[config.mk]
export PLATFORM = sky130hd
export DESIGN_NAME = dms_seq
export DESIGN_NICKNAME = d
export VERILOG_FILES = /design/src/dms_pkg.sv /design/src/dms_tmr_if.sv /design/src/dms_edge_timer.sv /design/src/dms_seq.sv
export VERILOG_INCLUDE_DIRS = /design/src
export SDC_FILE = /design/constraint.sdc
export NUM_CORES = 1
export LEC_CHECK = 0
export ABC_AREA = 1
export BUFFER_PORTS_ARGS = -buffer_cell sky130_fd_sc_hd__buf_2
export CAP_MARGIN = 20
export CORE_ASPECT_RATIO = 1.1
export CORE_MARGIN = 1.5
export CORE_UTILIZATION = 50
export DETAILED_ROUTE_END_ITERATION = 12
export PLACE_DENSITY = 0.72
export SYNTH_ARGS = -nofsm -noshare
export SYNTH_HDL_FRONTEND = slang
export SYNTH_SLANG_ARGS = --single-unit
[constraint.sdc]
create_clock -name clock_i -period 1.42 [get_ports clock_i]
set_input_delay 0.284 -clock clock_i [delete_from_list [all_inputs] [get_ports clock_i]]
set_output_delay 0.284 -clock clock_i [all_outputs]
set_load 0.02 [all_outputs]
[src/dms_defs.svh]
// Constants for the mode switch sequencer: offsets, fields, reset values, timings
`ifndef DMS_DEFS_SVH
`define DMS_DEFS_SVH

// ****************************************************************
// Register offsets (byte addresses, one aligned word each)
// ****************************************************************
`define DMS_OFS_CTRL      8'h00
`define DMS_OFS_STATUS    8'h04
`define DMS_OFS_ERR       8'h08
`define DMS_OFS_MR0       8'h0C
`define DMS_OFS_MR1       8'h10
`define DMS_OFS_MR2       8'h14

// ****************************************************************
// Register fields and reset values
// ****************************************************************
`define DMS_CTRL_CHK_EN   0
`define DMS_CTRL_RST      1'b1
`define DMS_ERR_W         9
`define DMS_MR_RST        16'h0000
`define DMS_ST_DLL_EN     0
`define DMS_ST_LOCKED     1
`define DMS_ST_SELF_REF   2
`define DMS_ST_EXIT_WAIT  3
`define DMS_ST_READY      4
`define DMS_ST_ZQ_BUSY    5
`define DMS_ST_OFF_CFG_OK 6
`define DMS_ST_HOLD       7
`define DMS_ERR_MRD       0
`define DMS_ERR_XS        1
`define DMS_ERR_MOD       2
`define DMS_ERR_ZQ        3
`define DMS_ERR_LOCK      4
`define DMS_ERR_CL        5
`define DMS_ERR_CKE       6
`define DMS_ERR_ODT       7
`define DMS_ERR_ZQ_EARLY  8
`define DMS_RESP_OKAY     2'h0
`define DMS_RESP_SLVERR   2'h2

// ****************************************************************
// Mode register bits
// ****************************************************************
`define DMS_MR1_DLL_DIS   0
`define DMS_MR0_DLL_RST   8
`define DMS_MR1_RTT_A     2
`define DMS_MR1_RTT_B     6
`define DMS_MR1_RTT_C     9
`define DMS_MR2_RTTWR_LO  9
`define DMS_MR2_RTTWR_HI  10
`define DMS_ADDR_AP       10
`define DMS_MR0_CL_MASK   16'h0074
`define DMS_MR0_CL6       16'h0020
`define DMS_MR2_CWL_MASK  16'h0038
`define DMS_MR2_CWL6      16'h0008

// ****************************************************************
// Timings (counts in link clock edges unless in ns)
// ****************************************************************
`define DMS_TMR_W         12
`define DMS_TMRD_NCK      4
`define DMS_TMOD_NCK      12
`define DMS_TXS_NS        170
`define DMS_TCK_NS        80
`define DMS_TDLLK_NCK     512
`define DMS_TZQOPER_NCK   256
`define DMS_NUM_TMR       5
`define DMS_T_MRD         0
`define DMS_T_MOD         1
`define DMS_T_XS          2
`define DMS_T_DLLK        3
`define DMS_T_ZQ          4

`endif

[src/dms_pkg.sv]
// Types shared by the mode switch sequencer modules
package dms_pkg;
   typedef enum logic [1:0] {
      DMS_RUN,
      DMS_SELF_REF,
      DMS_EXIT_WAIT
   } dms_state_t;
endpackage

[src/dms_tmr_if.sv]
// Link between the sequencer and one of its edge timers
`timescale 1ns/1ps
interface dms_tmr_if #(parameter int W = 12);
   logic         load;
   logic [W-1:0] val;
   logic         tick;
   logic         expired;
   modport tmr (input load, input val, input tick, output expired);
   modport ctl (output load, output val, output tick, input expired);
endinterface

[src/dms_edge_timer.sv]
// Down counter of link clock edges; expired means the next edge is legal
`timescale 1ns/1ps
module dms_edge_timer
   import dms_pkg::*;
#(
   parameter int W = 12
) (
   input  wire logic clock_i,
   input  wire logic srst_i,
   dms_tmr_if.tmr    t
);
   logic [W-1:0] cnt_q;

   always_ff @(posedge clock_i) begin
      if (srst_i) begin
         cnt_q <= '0;
      end else if (t.load) begin
         cnt_q <= t.val;
      end else if (t.tick && (cnt_q != '0)) begin
         cnt_q <= cnt_q - 1'b1;
      end
   end

   // Count of one left means the edge now arriving is the first legal one
   assign t.expired = (cnt_q[W-1:1] == '0);
endmodule

[src/dms_seq.sv]
// DLL mode switch sequencer inside the memory device, with AXI4-Lite status
// Notes on behaviour
// - Long calibration allowed during or after lock, after mode update delay.
// - Next command after update delay; locked-DLL commands wait full lock time.
// - Mode register writes at least four link clock edges apart, counted edges.
// - Nanosecond timings become clock counts by division and rounding up.
// - DLL off needs only read latency six with write latency six.
`timescale 1ns/1ps
`include "dms_defs.svh"
module dms_seq
   import dms_pkg::*;
#(
   parameter int TMRD_NCK    = `DMS_TMRD_NCK,
   parameter int TMOD_NCK    = `DMS_TMOD_NCK,
   parameter int TXS_NS      = `DMS_TXS_NS,
   parameter int TCK_NS      = `DMS_TCK_NS,
   parameter int TDLLK_NCK   = `DMS_TDLLK_NCK,
   parameter int TZQOPER_NCK = `DMS_TZQOPER_NCK
) (
   input  wire logic        clock_i,
   input  wire logic        srst_i,
   input  wire logic        ck_i,
   input  wire logic        cke_i,
   input  wire logic        cs_n_i,
   input  wire logic        ras_n_i,
   input  wire logic        cas_n_i,
   input  wire logic        we_n_i,
   input  wire logic [2:0]  ba_i,
   input  wire logic [15:0] addr_i,
   input  wire logic        odt_i,
   input  wire logic [7:0]  s_axi_awaddr_i,
   input  wire logic        s_axi_awvalid_i,
   output logic             s_axi_awready_o,
   input  wire logic [31:0] s_axi_wdata_i,
   input  wire logic [3:0]  s_axi_wstrb_i,
   input  wire logic        s_axi_wvalid_i,
   output logic             s_axi_wready_o,
   output logic [1:0]       s_axi_bresp_o,
   output logic             s_axi_bvalid_o,
   input  wire logic        s_axi_bready_i,
   input  wire logic [7:0]  s_axi_araddr_i,
   input  wire logic        s_axi_arvalid_i,
   output logic             s_axi_arready_o,
   output logic [31:0]      s_axi_rdata_o,
   output logic [1:0]       s_axi_rresp_o,
   output logic             s_axi_rvalid_o,
   input  wire logic        s_axi_rready_i,
   output logic             dll_locked_o,
   output logic             self_refresh_state_o
);
   localparam int TW = `DMS_TMR_W;
   localparam int NT = `DMS_NUM_TMR;
   localparam int PW = 26;
   localparam int TXS_NCK = (TXS_NS + TCK_NS - 1) / TCK_NS;

   // ****************************************************************
   // Pin synchronisers and link clock edge
   // ****************************************************************
   logic [PW-1:0] s1_q;
   logic [PW-1:0] s2_q;
   logic          ck_prev_q;
   logic [PW-1:0] pins;

   assign pins = {ck_i, cke_i, odt_i, cs_n_i, ras_n_i, cas_n_i, we_n_i, ba_i, addr_i};

   always_ff @(posedge clock_i) begin
      if (srst_i) begin
         s1_q      <= '0;
         s2_q      <= '0;
         ck_prev_q <= 1'b0;
      end else begin
         s1_q      <= pins;
         s2_q      <= s1_q;
         ck_prev_q <= s2_q[25];
      end
   end

   wire        ck_s    = s2_q[25];
   wire        cke_s   = s2_q[24];
   wire        odt_s   = s2_q[23];
   wire        cs_n_s  = s2_q[22];
   wire        ras_n_s = s2_q[21];
   wire        cas_n_s = s2_q[20];
   wire        we_n_s  = s2_q[19];
   wire [2:0]  ba_s    = s2_q[18:16];
   wire [15:0] addr_s  = s2_q[15:0];
   wire        ck_rise = ck_s && !ck_prev_q;

   // ****************************************************************
   // Edge timers
   // ****************************************************************
   logic          tmr_load [NT];
   logic [TW-1:0] tmr_val  [NT];
   logic [NT-1:0] tmr_exp;

   dms_tmr_if #(.W(TW)) tmr_if [NT] ();

   genvar g;
   generate
      for (g = 0; g < NT; g++) begin : g_tmr
         assign tmr_if[g].load = tmr_load[g];
         assign tmr_if[g].val  = tmr_val[g];
         assign tmr_if[g].tick = ck_rise;
         assign tmr_exp[g]     = tmr_if[g].expired;
         dms_edge_timer #(.W(TW)) u_tmr (
            .clock_i (clock_i),
            .srst_i  (srst_i),
            .t       (tmr_if[g])
         );
      end
   endgenerate

   // ****************************************************************
   // Command decode, sampled at link clock rising edges
   // ****************************************************************
   dms_state_t    state_q;
   dms_state_t    state_d;
   logic          cke_prev_q;
   logic [15:0]   mr0_q;
   logic [15:0]   mr1_q;
   logic [15:0]   mr2_q;
   logic          rst_seen_q;
   logic          hold_q;
   logic          odt_hold_q;
   logic          need_mrs_q;
   logic          chk_en_q;
   logic [`DMS_ERR_W-1:0] err_q;

   wire cmd_sel  = ck_rise && !cs_n_s && cke_prev_q && cke_s;
   wire nop_pat  = ras_n_s && cas_n_s && we_n_s;
   wire is_mrs   = cmd_sel && !ras_n_s && !cas_n_s && !we_n_s;
   wire is_other = cmd_sel && !nop_pat && !is_mrs;
   wire is_zqcl  = is_other && ras_n_s && cas_n_s && !we_n_s && addr_s[`DMS_ADDR_AP];
   wire is_rd    = is_other && ras_n_s && !cas_n_s && we_n_s;
   wire is_sre   = ck_rise && !cs_n_s && cke_prev_q && !cke_s
                   && !ras_n_s && !cas_n_s && we_n_s && (state_q == DMS_RUN);
   wire is_srx   = ck_rise && cke_s && !cke_prev_q && (state_q == DMS_SELF_REF);
   wire wr_mr0   = is_mrs && (ba_s[1:0] == 2'h0);
   wire wr_mr1   = is_mrs && (ba_s[1:0] == 2'h1);
   wire wr_mr2   = is_mrs && (ba_s[1:0] == 2'h2);
   wire dll_rst  = wr_mr0 && addr_s[`DMS_MR0_DLL_RST];
   wire dll_en   = !mr1_q[`DMS_MR1_DLL_DIS];
   wire dll_on_w = wr_mr1 && !addr_s[`DMS_MR1_DLL_DIS] && !dll_en;
   wire odt_feat = mr1_q[`DMS_MR1_RTT_A] || mr1_q[`DMS_MR1_RTT_B] || mr1_q[`DMS_MR1_RTT_C]
                   || mr2_q[`DMS_MR2_RTTWR_LO] || mr2_q[`DMS_MR2_RTTWR_HI];
   wire off_cfg_ok = ((mr0_q & `DMS_MR0_CL_MASK) == `DMS_MR0_CL6)
                     && ((mr2_q & `DMS_MR2_CWL_MASK) == `DMS_MR2_CWL6);
   wire locked   = dll_en && rst_seen_q && tmr_exp[`DMS_T_DLLK];
   wire run_ok   = (state_q == DMS_RUN) && tmr_exp[`DMS_T_MOD] && !need_mrs_q;
   wire release_hold = run_ok && (!dll_en || locked);
   wire cmd_ready = run_ok && tmr_exp[`DMS_T_ZQ];

   // Timer loads
   assign tmr_load[`DMS_T_MRD]  = is_mrs;
   assign tmr_val[`DMS_T_MRD]   = TW'(TMRD_NCK);
   assign tmr_load[`DMS_T_MOD]  = is_mrs;
   assign tmr_val[`DMS_T_MOD]   = TW'(TMOD_NCK);
   assign tmr_load[`DMS_T_XS]   = is_srx;
   assign tmr_val[`DMS_T_XS]    = TW'(TXS_NCK);
   assign tmr_load[`DMS_T_DLLK] = dll_rst;
   assign tmr_val[`DMS_T_DLLK]  = TW'(TDLLK_NCK);
   assign tmr_load[`DMS_T_ZQ]   = is_zqcl;
   assign tmr_val[`DMS_T_ZQ]    = TW'(TZQOPER_NCK);

   // ****************************************************************
   // Sequence state
   // ****************************************************************
   always_comb begin
      state_d = state_q;
      case (state_q)
         DMS_RUN: begin
            if (is_sre) begin
               state_d = DMS_SELF_REF;
            end
         end
         DMS_SELF_REF: begin
            if (is_srx) begin
               state_d = DMS_EXIT_WAIT;
            end
         end
         DMS_EXIT_WAIT: begin
            if (ck_rise && tmr_exp[`DMS_T_XS]) begin
               state_d = DMS_RUN;
            end
         end
         default: begin
            state_d = DMS_RUN;
         end
      endcase
   end

   always_ff @(posedge clock_i) begin
      if (srst_i) begin
         state_q    <= DMS_RUN;
         cke_prev_q <= 1'b0;
      end else begin
         state_q    <= state_d;
         cke_prev_q <= ck_rise ? cke_s : cke_prev_q;
      end
   end

   always_ff @(posedge clock_i) begin
      if (srst_i) begin
         mr0_q <= `DMS_MR_RST;
         mr1_q <= `DMS_MR_RST;
         mr2_q <= `DMS_MR_RST;
      end else begin
         mr0_q <= wr_mr0 ? addr_s : mr0_q;
         mr1_q <= wr_mr1 ? addr_s : mr1_q;
         mr2_q <= wr_mr2 ? addr_s : mr2_q;
      end
   end

   // Lock is lost on exit and on re-enable; regained only by a fresh reset
   always_ff @(posedge clock_i) begin
      if (srst_i) begin
         rst_seen_q <= 1'b0;
      end else if (dll_rst) begin
         rst_seen_q <= 1'b1;
      end else if (is_srx || dll_on_w) begin
         rst_seen_q <= 1'b0;
      end
   end

   // Exit hold window: clock enable high, termination low where needed
   always_ff @(posedge clock_i) begin
      if (srst_i) begin
         hold_q     <= 1'b0;
         odt_hold_q <= 1'b0;
         need_mrs_q <= 1'b0;
      end else begin
         if (is_srx) begin
            hold_q     <= 1'b1;
            odt_hold_q <= odt_feat;
         end else if (ck_rise && release_hold) begin
            hold_q     <= 1'b0;
            odt_hold_q <= 1'b0;
         end
         if (is_srx) begin
            need_mrs_q <= !dll_en;
         end else if (is_mrs) begin
            need_mrs_q <= 1'b0;
         end
      end
   end

   // ****************************************************************
   // Protocol error detection
   // ****************************************************************
   logic [`DMS_ERR_W-1:0] err_set;
   logic [`DMS_ERR_W-1:0] err_clr;

   always_comb begin
      err_set = '0;
      err_set[`DMS_ERR_MRD] = is_mrs && !tmr_exp[`DMS_T_MRD];
      err_set[`DMS_ERR_XS]  = (is_mrs || is_other) && (state_q == DMS_EXIT_WAIT)
                              && !tmr_exp[`DMS_T_XS];
      err_set[`DMS_ERR_MOD] = is_other && (!tmr_exp[`DMS_T_MOD] || need_mrs_q);
      err_set[`DMS_ERR_ZQ]  = (is_other || is_mrs) && !tmr_exp[`DMS_T_ZQ];
      err_set[`DMS_ERR_LOCK] = is_rd && dll_en && !locked;
      err_set[`DMS_ERR_CL]  = is_rd && !dll_en && !off_cfg_ok;
      err_set[`DMS_ERR_CKE] = ck_rise && hold_q && !cke_s;
      err_set[`DMS_ERR_ODT] = ck_rise && odt_hold_q && odt_s;
      err_set[`DMS_ERR_ZQ_EARLY] = is_zqcl && !tmr_exp[`DMS_T_MOD];
      if (!chk_en_q) begin
         err_set = '0;
      end
   end

   // ****************************************************************
   // AXI4-Lite slave
   // ****************************************************************
   logic        aw_hold_q;
   logic        w_hold_q;
   logic [7:0]  awaddr_q;
   logic [31:0] wdata_q;
   logic [3:0]  wstrb_q;
   logic        bvalid_q;
   logic [1:0]  bresp_q;
   logic        rvalid_q;
   logic [31:0] rdata_q;
   logic [1:0]  rresp_q;

   wire        aw_take  = s_axi_awvalid_i && s_axi_awready_o;
   wire        w_take   = s_axi_wvalid_i && s_axi_wready_o;
   wire        do_wr    = aw_hold_q && w_hold_q;
   wire        ar_take  = s_axi_arvalid_i && s_axi_arready_o;
   wire [31:0] wmask    = {{8{wstrb_q[3]}}, {8{wstrb_q[2]}}, {8{wstrb_q[1]}}, {8{wstrb_q[0]}}};
   wire [31:0] wbits    = wdata_q & wmask;
   wire        wr_ctrl  = do_wr && (awaddr_q == `DMS_OFS_CTRL);
   wire        wr_err   = do_wr && (awaddr_q == `DMS_OFS_ERR);
   wire        wr_hit   = (awaddr_q == `DMS_OFS_CTRL) || (awaddr_q == `DMS_OFS_ERR);
   wire [31:0] status_w = {24'h000000, hold_q, off_cfg_ok, !tmr_exp[`DMS_T_ZQ], cmd_ready,
                           state_q == DMS_EXIT_WAIT, state_q == DMS_SELF_REF, locked, dll_en};

   logic [31:0] rd_mux;
   logic        rd_hit;

   always_comb begin
      rd_hit = 1'b1;
      case (s_axi_araddr_i)
         `DMS_OFS_CTRL:   rd_mux = {31'h00000000, chk_en_q};
         `DMS_OFS_STATUS: rd_mux = status_w;
         `DMS_OFS_ERR:    rd_mux = {{(32-`DMS_ERR_W){1'b0}}, err_q};
         `DMS_OFS_MR0:    rd_mux = {16'h0000, mr0_q};
         `DMS_OFS_MR1:    rd_mux = {16'h0000, mr1_q};
         `DMS_OFS_MR2:    rd_mux = {16'h0000, mr2_q};
         default: begin
            rd_mux = 32'h00000000;
            rd_hit = 1'b0;
         end
      endcase
   end

   assign err_clr = wr_err ? wbits[`DMS_ERR_W-1:0] : '0;

   always_ff @(posedge clock_i) begin
      if (srst_i) begin
         aw_hold_q <= 1'b0;
         w_hold_q  <= 1'b0;
         awaddr_q  <= 8'h00;
         wdata_q   <= 32'h00000000;
         wstrb_q   <= 4'h0;
         bvalid_q  <= 1'b0;
         bresp_q   <= `DMS_RESP_OKAY;
      end else begin
         if (aw_take) begin
            aw_hold_q <= 1'b1;
            awaddr_q  <= s_axi_awaddr_i;
         end else if (do_wr) begin
            aw_hold_q <= 1'b0;
         end
         if (w_take) begin
            w_hold_q <= 1'b1;
            wdata_q  <= s_axi_wdata_i;
            wstrb_q  <= s_axi_wstrb_i;
         end else if (do_wr) begin
            w_hold_q <= 1'b0;
         end
         if (do_wr) begin
            bvalid_q <= 1'b1;
            bresp_q  <= wr_hit ? `DMS_RESP_OKAY : `DMS_RESP_SLVERR;
         end else if (s_axi_bready_i) begin
            bvalid_q <= 1'b0;
         end
      end
   end

   always_ff @(posedge clock_i) begin
      if (srst_i) begin
         rvalid_q <= 1'b0;
         rdata_q  <= 32'h00000000;
         rresp_q  <= `DMS_RESP_OKAY;
      end else if (ar_take) begin
         rvalid_q <= 1'b1;
         rdata_q  <= rd_mux;
         rresp_q  <= rd_hit ? `DMS_RESP_OKAY : `DMS_RESP_SLVERR;
      end else if (s_axi_rready_i) begin
         rvalid_q <= 1'b0;
      end
   end

   // Sticky errors: a new event wins over a clear in the same cycle
   always_ff @(posedge clock_i) begin
      if (srst_i) begin
         chk_en_q <= `DMS_CTRL_RST;
         err_q    <= '0;
      end else begin
         chk_en_q <= (wr_ctrl && wstrb_q[0]) ? wdata_q[`DMS_CTRL_CHK_EN] : chk_en_q;
         err_q    <= (err_q & ~err_clr) | err_set;
      end
   end

   assign s_axi_awready_o      = !aw_hold_q && !bvalid_q;
   assign s_axi_wready_o       = !w_hold_q && !bvalid_q;
   assign s_axi_bvalid_o       = bvalid_q;
   assign s_axi_bresp_o        = bresp_q;
   assign s_axi_arready_o      = !rvalid_q;
   assign s_axi_rvalid_o       = rvalid_q;
   assign s_axi_rdata_o        = rdata_q;
   assign s_axi_rresp_o        = rresp_q;
   assign dll_locked_o         = locked;
   assign self_refresh_state_o = (state_q == DMS_SELF_REF);
endmodule

======== Word level (Yosys, flattened, before mapping) ========
Index checks and enable logic that the tools add are counted.
cells by class
  add/subtract/negate cells ............... 5
  multiply operators ...................... 0
  divide/modulo/power cells ............... 0
  magnitude comparators ................... 0
  eq/ne operators ......................... 15
  shifts and indexed selects .............. 0
  muxes and demuxes ....................... 34
  bitwise operators ....................... 4
  reduce and logical (&&, ||, !) cells .... 131
operator list
  operator                 count
  $pmux W16 S6             1
  $logic_and A1 B1 Y1      68
  $reduce_bool A12 Y1      5
  $sub A12 B1 Y12 const B  5
  $logic_not A11 Y1        5
  $mux W9                  4
  $eq A8 B4 Y1 const B     3
  $reduce_bool A2 Y1       12
  $logic_not A1 Y1         22
  $mux W10                 2
  $and A9 B9 Y9            2
  $eq A8 B5 Y1 const B     2
  $logic_not A8 Y1         2
  $mux W1                  15
  $mux W2                  7
  $logic_or A1 B1 Y1       9
  $not A9 Y9               1
  $or A9 B9 Y9             1
  $eq A8 B3 Y1 const B     1
  $mux W4                  2
  $reduce_or A2 Y1         4
  $mux W3                  2
  $pmux W2 S3              1
  $reduce_or A6 Y1         1
  8 further kinds          12
word-level totals
  register bits ........................... 237
  latch bits .............................. 0
  RAM bits ................................ 0
  ROM bits ................................ 0
  input bits .............................. 85
  output and inout port bits .............. 43
  logic and storage cells ................. 223
  memories kept ........................... 0

======== Logic depth before layout (Yosys ltp) ========
Gate-level depths: netlist of the first run.
  depth after elaboration ................. 17
  mapped depth ............................ 11
  gate-level depth less buffers ........... 11

======== Hierarchy ========
A second synthesis of the first run with hierarchy kept.
unflattened totals
  cell total of the unflattened synthesis .. 1681
  area, all modules ....................... 10829.1 sq um
by module, submodules not included
  module                                instances  cells each  area an instance (sq um)
  dms_seq                               1          843         6179.7
  dms_edge_timer at g_tmr[1].u_tmr ...  4          168         930.9
  dms_edge_timer at g_tmr[0].u_tmr      1          166         925.9

======== Least setup slack after synthesis of the first run ========
No wires, ideal clock.
  path kind ............................... reg2reg
  from .................................... reg g_tmr[0].u_tmr.cnt_q[0]
  to ...................................... reg g_tmr[0].u_tmr.cnt_q[4]
  library setup time ...................... 116 ps
  data arrival time ....................... 1437 ps
  slack ................................... -133 ps
  stages on the path, launching flop included .. 11
  path buffers ............................ 0
  clock period less this slack ............ 1553 ps
  cells stage by stage .................... dfxtp_1 -> inv_1 -> ha_1 -> nor3b_1 -> nand3_1 -> nand2_2 -> clkinv_1 -> nand3_1 -> nand2_1 -> inv_1 -> nor2_1
between the ends
  cells in the longest elaborated chain, start to end .. 2
  elaborated cells between the ends (all ways) .. 3
  those cells by class .................... add/sub (1); reduce/logical (2)
ends and longest elaborated chain
  what                                                                     RTL line              source
  start: declaration                                                       dms_edge_timer.sv:12  logic [W-1:0] cnt_q;
  start signal: assignment                                                 dms_edge_timer.sv:18  cnt_q <= t.val;
  start signal: assignment                                                 dms_edge_timer.sv:20  cnt_q <= cnt_q - 1'b1;
  parallel branches: the longest is 2 deep, another holds $sub A12 B1 Y12  n/a
Parallel ways; which one is timed is not known.
A chain may end at the register's enable or synchronous reset.

======== Worst setup path after layout of the first run ========
  from .................................... reg g_tmr[3].u_tmr.cnt_q[1]
  to ...................................... out dll_locked_o
between the ends
  cells in the longest elaborated chain, start to end .. 2
ends and longest elaborated chain
  what                      RTL line              source
  start: declaration        dms_edge_timer.sv:12
  start signal: assignment  dms_edge_timer.sv:18
  start signal: assignment  dms_edge_timer.sv:20
  $logic_not A11 Y1         dms_edge_timer.sv:25  assign t.expired = (cnt_q[W-1:1] == '0);
  $logic_and A1 B1 Y1       dms_seq.sv:148        wire locked = dll_en && rst_seen_q && tmr_exp[`DMS_T_DLLK];
  end: declaration          dms_seq.sv:48         output logic dll_locked_o,
Every way passes these cells.

==> results.cfg, run 1 <==
[synth]
syn-mean-instance-area_um2 = 7.05
number_of_storage_elements_in_the_synthesis_netlist = 217
async_reset_ff_frac = 0
netlist_area_um2 = 9540
synth_sequential_area_ratio = 0.455
synth_edf_count = 0
synth.top_cell.area_share = 0.455
yosysMostFrequentCell = nand2_1
yosys.area.top_type = dfxtp_1
synthesis_warning_total = 0
post_synth_inst_count = 1353
synth_common_cells = 265 x nand2_1, 217 x dfxtp_1, 205 x nor2_1
synth.area.top_cells = dfxtp_1 46%, nand2_1 10%, nor2_1 8.1%, inv_1 6.8%, a21oi_1 6.7%
dominantRegCellSynth = dfxtp_1
netlist-cell-type-count = 43

[place]
numPortBuffers = 83
place.detailed.instances = 1755
post-dp-hpwl_um = 16300
post-place-ws_ns = -0.141
globalplace.congestion = 0.922

[grt]
global_route_wire_length_before_repair_um = 42900
vias_in_the_first_global_route = 9152
global_route.overflow_total = 0
grtUsageTotal = 0.262
grt_antenna_before_repair = 0
grt_max_degree = 81

[critical_path]
maximum_fanout_count_along_the_critical_path = 2
crit_top_cell = buf_4
crit_family = simple AND/OR/NAND/NOR gates
critical_path_arrival_ns = 1.59
worst-endpoint-required_ns = 1.14
kind_of_start_point_of_the_critical_path = register
crit_chain = inv_2 > buf_4 > nand2_2 > nor4_2 > buf_4
worstSetupPathType = reg2out
slowest_delay_ns = 0.33
timing.critical_path.buf_inv = 3
cp-end-kind = output pin
critical_path.slowest_cell = nor4_2

[finish]
final-instance-count-excl-fill = 1869
area_growth_syn_to_layout_pct = 46.3
nNetsFinal = 1703
final_core_utilization = 0.753
layout_cells_sized_above_1 = 0.362
antenna_cells = 0
fill_cells = 1226

[routing]
drcViolationCount = 0
detailroute.via_count = 10100
antenna_violating_nets_post_route = 0
postRouteWirelength_um = 30900
drt_pre_antenna_iters = 6
detail_route.wl_per_cell_um = 16.5
post_drt_via_cell_ratio = 5.39
detail_route.iter0.violations = 841

[power]
power.static_leakage_nw = 6.17
report.power.total_w = 0.0312
powerDensity_nw_per_um2 = 2240
worst_ir_drop_vdd_uv = 2320

[floorplan]
top_level_port_count = 128
die_area_um2 = 19900
fp.dieH_um = 148
floorplan.initialDensity = 0.515
row_count = 52
core_region_area_um2 = 18500
chipWidth_um = 135

[timing]
worst_hold_slack_ns = 0.0156
final-hold-violation-count = 0
post-route-min-period_ns = 1.88
setup_viol = 85
relSlewSlack = 0.581
timing.final.max_slew_violations = 0
finalCritPeriodShare = 1.32
max_slew.worst_pin.slew_ns = 0.629
rsz0062_at_grt = true
achievable-frequency_mhz = 533
postLayoutSetupSlackWorst_ns = -0.456
fin_skew_ns = 0.0149

[outcome]
run_status = finished with violations
violations_in_the_final_reports = setup timing

[hold_path]
hp-class = in2reg

[cts]
cts-htree-levels = 1
cts.root.buffer_cell = clkbuf_16
clkLatencyLatePin_ns = 0.53
clock_tree.buffer_depth = 3
clkSlewWorstSetupHoldPaths_ns = 0.06
numCtsBuffers = 23
tritoncts = yes
cts.sinks = 217

[job]
timing.max_cap.violations = 0
-- logic make-up (layout without fill, tap and decap cells) --
group                    count (synthesis)  after routing  synth area share
adder cells (fa/ha/maj)                  6              6           0.00787
flip-flops                             217            217             0.455
AND/OR/NAND/NOR                        624            627             0.279
AO/OA/AOI/OAI                          235            235             0.126
buffers and inverters                  243            496             0.107
XOR/XNOR                                27             27            0.0248
other                                    1             18          0.000393
-- final timing paths --
| check | startpoint | endpoint | slack, ns | cells after the start |
|---|---|---|---|---|
| hold / removal | s_axi_wdata_i[5] | wdata_q[5] | 0.02 | 3 |
| setup / recovery | g_tmr[3].u_tmr.cnt_q[1] | dll_locked_o | -0.46 | 5 |
| setup reg to reg | ck_prev_q | mr0_q[1] | -0.29 | 11 |
| hold reg to reg | s1_q[25] | s2_q[25] | 0.39 | 2 |
-- worst min-delay path, cell delays in order --
cell	delay, ns
buf_2	0.08
o21ai_0	0.07
nor2_1	0.07
-- sequential cells by signal, summed over array words and instances, names as in the netlist, 2 cells and up --
name / count
s_axi_rdata_o: 16
awaddr_q: 8
wdata_q: 9
wstrb_q: 2
g_tmr.u_tmr.cnt_q: 60
s1_q: 25
mr0_q: 16
mr1_q: 16
err_q: 9
s2_q: 25
mr2_q: 16
state_q: 2
-- area by class of cell --
class	instances	area [um2]	share of cell area
Clock buffer	30	632	0.0453
Clock inverter	9	141	0.0101
Inverter	181	712	0.0510
Multi-Input combinational cell	913	5420	0.388
Sequential cell	217	4380	0.314
Tap cell	243	304	0.0218
Timing Repair Buffer	275	2370	0.170
Timing Repair inverter	1	5.00	0.000358
-- stage by stage --
step	setup TNS, ns	instance area, um2
after floorplan	-0.0719	9690
after global placement	-2.07	11000
after detailed placement	-3.66	11000
after CTS	-3.66	12800
after global routing	-16.55	14000
final	-10.03	14000
-- cells in the final DEF, fill, tap and decap left out, types with 35 or more instances in the layout --
master     n
nand3_1   84
dfxtp_1  191
buf_2     79
nor2_1   160
nand2_1  205
buf_4    105
a21oi_2   55
nand2_2   35
a21oi_1   72
buf_6     42
o21ai_0   50
o21ai_2   35
inv_1    151
-- where the power goes --
part / leakage (nW) / switching [W] / total [W] / internal, W
combinational: 4.01 / 0.00946 / 0.0172 / 0.00770
sequential: 1.78 / 0.000787 / 0.00777 / 0.00699
clock: 0.378 / 0.00259 / 0.00629 / 0.00370
total: 6.17 / 0.0128 / 0.0312 / 0.0184
-- repair_timing --
action | CTS | global route
hold buffers | 27 | 0
gates cloned | 8 | 3
hold endpoints to repair | 27 | 0
gates resized for setup | 143 | 309
pin swaps | 30 | 92
setup buffers | 19 | 22
endpoints found under the setup margin | 91 | 128
-- routing by layer --
| metal | up-vias | part of all wire | track usage | routed length (um) |
|---|---|---|---|---|
| met5 | - | 0 | 0 | 0 |
| met4 | 0 | 0.042 | 0.0952 | 1300 |
| met3 | 117 | 0.072 | 0.0422 | 2220 |
| met2 | 483 | 0.50 | 0.459 | 15400 |
| met1 | 4674 | 0.39 | 0.324 | 11900 |
| li1 | 4793 | - | - | - |
Note: power is estimated with default switching activity, not from simulation.
==> run 2: changes to the inputs <==
Settings changed: ABC_CLOCK_PERIOD_IN_PS from default to 1420, SKIP_LAST_GASP from default to 1.
==> run 2 against run 1 <==
The flow still finishes with violations (setup timing); fmax down 1.7%; final cell count decreased by 0.21%; core utilization fell by 1.2 points; sequential power barely moved; largest cell class unchanged; largest power group unchanged; highest routed layer unchanged.
==> results.cfg, run 2 (synthesis gave the netlist of run 1 again) <==
[critical_path]
crit_chain = nor2_1 > nand2_1 > inv_1 > nand2_1 > nor4_2 > buf_4
worstSetupPathType = reg2out
maximum_fanout_count_along_the_critical_path = 3
worst-endpoint-required_ns = 1.14
slowest_delay_ns = 0.32
kind_of_start_point_of_the_critical_path = register
critical_path_arrival_ns = 1.62
cp-end-kind = output pin
critical_path.slowest_cell = dfxtp_1
crit_top_cell = nand2_1

[routing]
detailroute.via_count = 9810
post_drt_via_cell_ratio = 5.26
postRouteWirelength_um = 29700
drt_pre_antenna_iters = 5
antenna_violating_nets_post_route = 0
drcViolationCount = 0
detail_route.iter0.violations = 698
detail_route.wl_per_cell_um = 15.9

[finish]
layout_cells_sized_above_1 = 0.334
top_register = g_tmr.u_tmr.cnt_q
area_growth_syn_to_layout_pct = 44.0
layout_top_registers = g_tmr.u_tmr.cnt_q (60), s1_q (25), s2_q (25)
final_area_um2 = 13700
final-instance-count-excl-fill = 1865
commonest_non_fill_non_tap_cells_in_the_layout = 222 x nand2_1, 197 x dfxtp_1, 160 x nor2_1, 154 x inv_1, 110 x buf_4
layout.cells.most_common = nand2_1
fill_cells = 1244
largest_register_ffs = 60
antenna_cells = 0
nNetsFinal = 1699

[grt]
vias_in_the_first_global_route = 9189
grt_antenna_before_repair = 0
global_route.overflow_total = 0
global_route_wire_length_before_repair_um = 43100
grtUsageTotal = 0.263
grt_max_degree = 81

[timing]
setup_viol = 78
rsz0062_at_grt = true
relSlewSlack = 0.619
post-route-min-period_ns = 1.91
achievable-frequency_mhz = 524
max_slew.worst_pin.slew_ns = 0.571
finalCritPeriodShare = 1.34
fin_skew_ns = 0.0124
final-hold-violation-count = 0
postLayoutSetupSlackWorst_ns = -0.487
setup_tns_ns = -8.03
timing.final.max_slew_violations = 0

[cts]
clkSlewWorstSetupHoldPaths_ns = 0.06
cts.root.buffer_cell = clkbuf_16
numCtsBuffers = 23
cts-htree-levels = 1
clkLatencyLatePin_ns = 0.53
clock_tree.buffer_depth = 3
cts.sinks = 217
tritoncts = yes

[floorplan]
chipWidth_um = 135
die_area_um2 = 19900
core_region_area_um2 = 18500
top_level_port_count = 128
floorplan.initialDensity = 0.515
fp.dieH_um = 148
row_count = 52

[power]
power.switching_w = 0.0125
powerDensity_nw_per_um2 = 2230
p_int_w = 0.0182
power.share.clock = 0.204
combinational_fraction_of_design_power = 0.544
netSwitchingFraction = 0.406
worst_ir_drop_vdd_uv = 2800
power.sequential.fraction = 0.253
power.static_leakage_nw = 6.10

[hold_path]
hp-class = in2reg

[job]
timing.max_cap.violations = 0

[place]
place.detailed.instances = 1755
numPortBuffers = 83
post-dp-hpwl_um = 16300
globalplace.congestion = 0.922
dpl_cell_area_um2 = 11000

[outcome]
violations_in_the_final_reports = setup timing
run_status = finished with violations
==> run 2: changes by cell type in the layout (fill, tap and decap cells not counted), moves of 7 or more <==
cell	delta
nand2_2	-12
nand2_1	+17
buf_6	-7
o21ai_2	-12
o21ai_0	+8
==> run 2: critical path, delay by kind of cell, from the launching register on <==
family	cells	cell delay, ns
and+or+nand+nor	4	0.51
DFF	1	0.32
buffers and inverters	2	0.27
==> run 2: worst paths after layout <==
| path | cells after the start | startpoint | slack, ns | end |
|---|---|---|---|---|
| setup / recovery | 6 | g_tmr[3].u_tmr.cnt_q[3] | -0.49 | dll_locked_o |
| hold / removal | 3 | s_axi_wdata_i[5] | 0.02 | wdata_q[5] |
| setup reg to reg | 13 | s2_q[25] | -0.25 | mr0_q[11] |
| hold reg to reg | 2 | s1_q[5] | 0.39 | s2_q[5] |
==> run 2: power groups by stage <==
| stage | combinational, W | clock, W | sequential, W |
|---|---|---|---|
| 2_1_floorplan | 0.00843 | 0 | 0.00764 |
| 5_1_grt | 0.0183 | 0.00657 | 0.00786 |
| 3_3_place_gp | 0.0123 | 0 | 0.00766 |
| 3_5_place_dp | 0.0126 | 0 | 0.00767 |
| 6_report | 0.0167 | 0.00626 | 0.00776 |
| 4_1_cts | 0.0135 | 0.00627 | 0.00758 |
==> run 2: layout make-up <==
cell class                 count  area, um2  area share
multi-input combinational    912       5240       0.382
sequential                   217       4370       0.318
timing repair buffer         272       2340       0.170
inverter                     181        704      0.0513
clock buffer                  30        632      0.0460
tap                          243        304      0.0221
clock inverter                 9        141      0.0103
timing repair inverter         1       5.00    0.000364
==> run 2: metrics by stage <==
| stage | setup slack (ns) | util | total power, W | hold WS (ns) |
|---|---|---|---|---|
| after floorplan | -0.0274 | - | 0.0161 | 0.388 |
| after global placement | -0.0988 | 0.596 | 0.0200 | 0.391 |
| after detailed placement | -0.141 | 0.596 | 0.0202 | 0.392 |
| after CTS | -0.458 | 0.686 | 0.0273 | 0.00903 |
| after global routing | -0.565 | 0.741 | 0.0327 | 0.0229 |
| final | -0.487 | 0.741 | 0.0307 | 0.0172 |
==> run 2: timing repair <==
| action | 4_1_cts | 5_1_grt |
|---|---|---|
| pin swaps | 26 | 63 |
| setup endpoints to repair | 91 | 128 |
| buffers inserted | 19 | 21 |
| hold buffers | 27 | 0 |
| hold endpoints to repair | 27 | 0 |
| gates resized for setup | 120 | 262 |
| gates cloned | 8 | 3 |
==> run 2: per-layer routing <==
layer	vias to the layer above	global-route usage	wire (um)
met5	-	0	0
met4	0	0.0995	1280
met3	106	0.0422	1740
met2	385	0.465	14700
met1	4534	0.321	12000
li1	4785	-	-
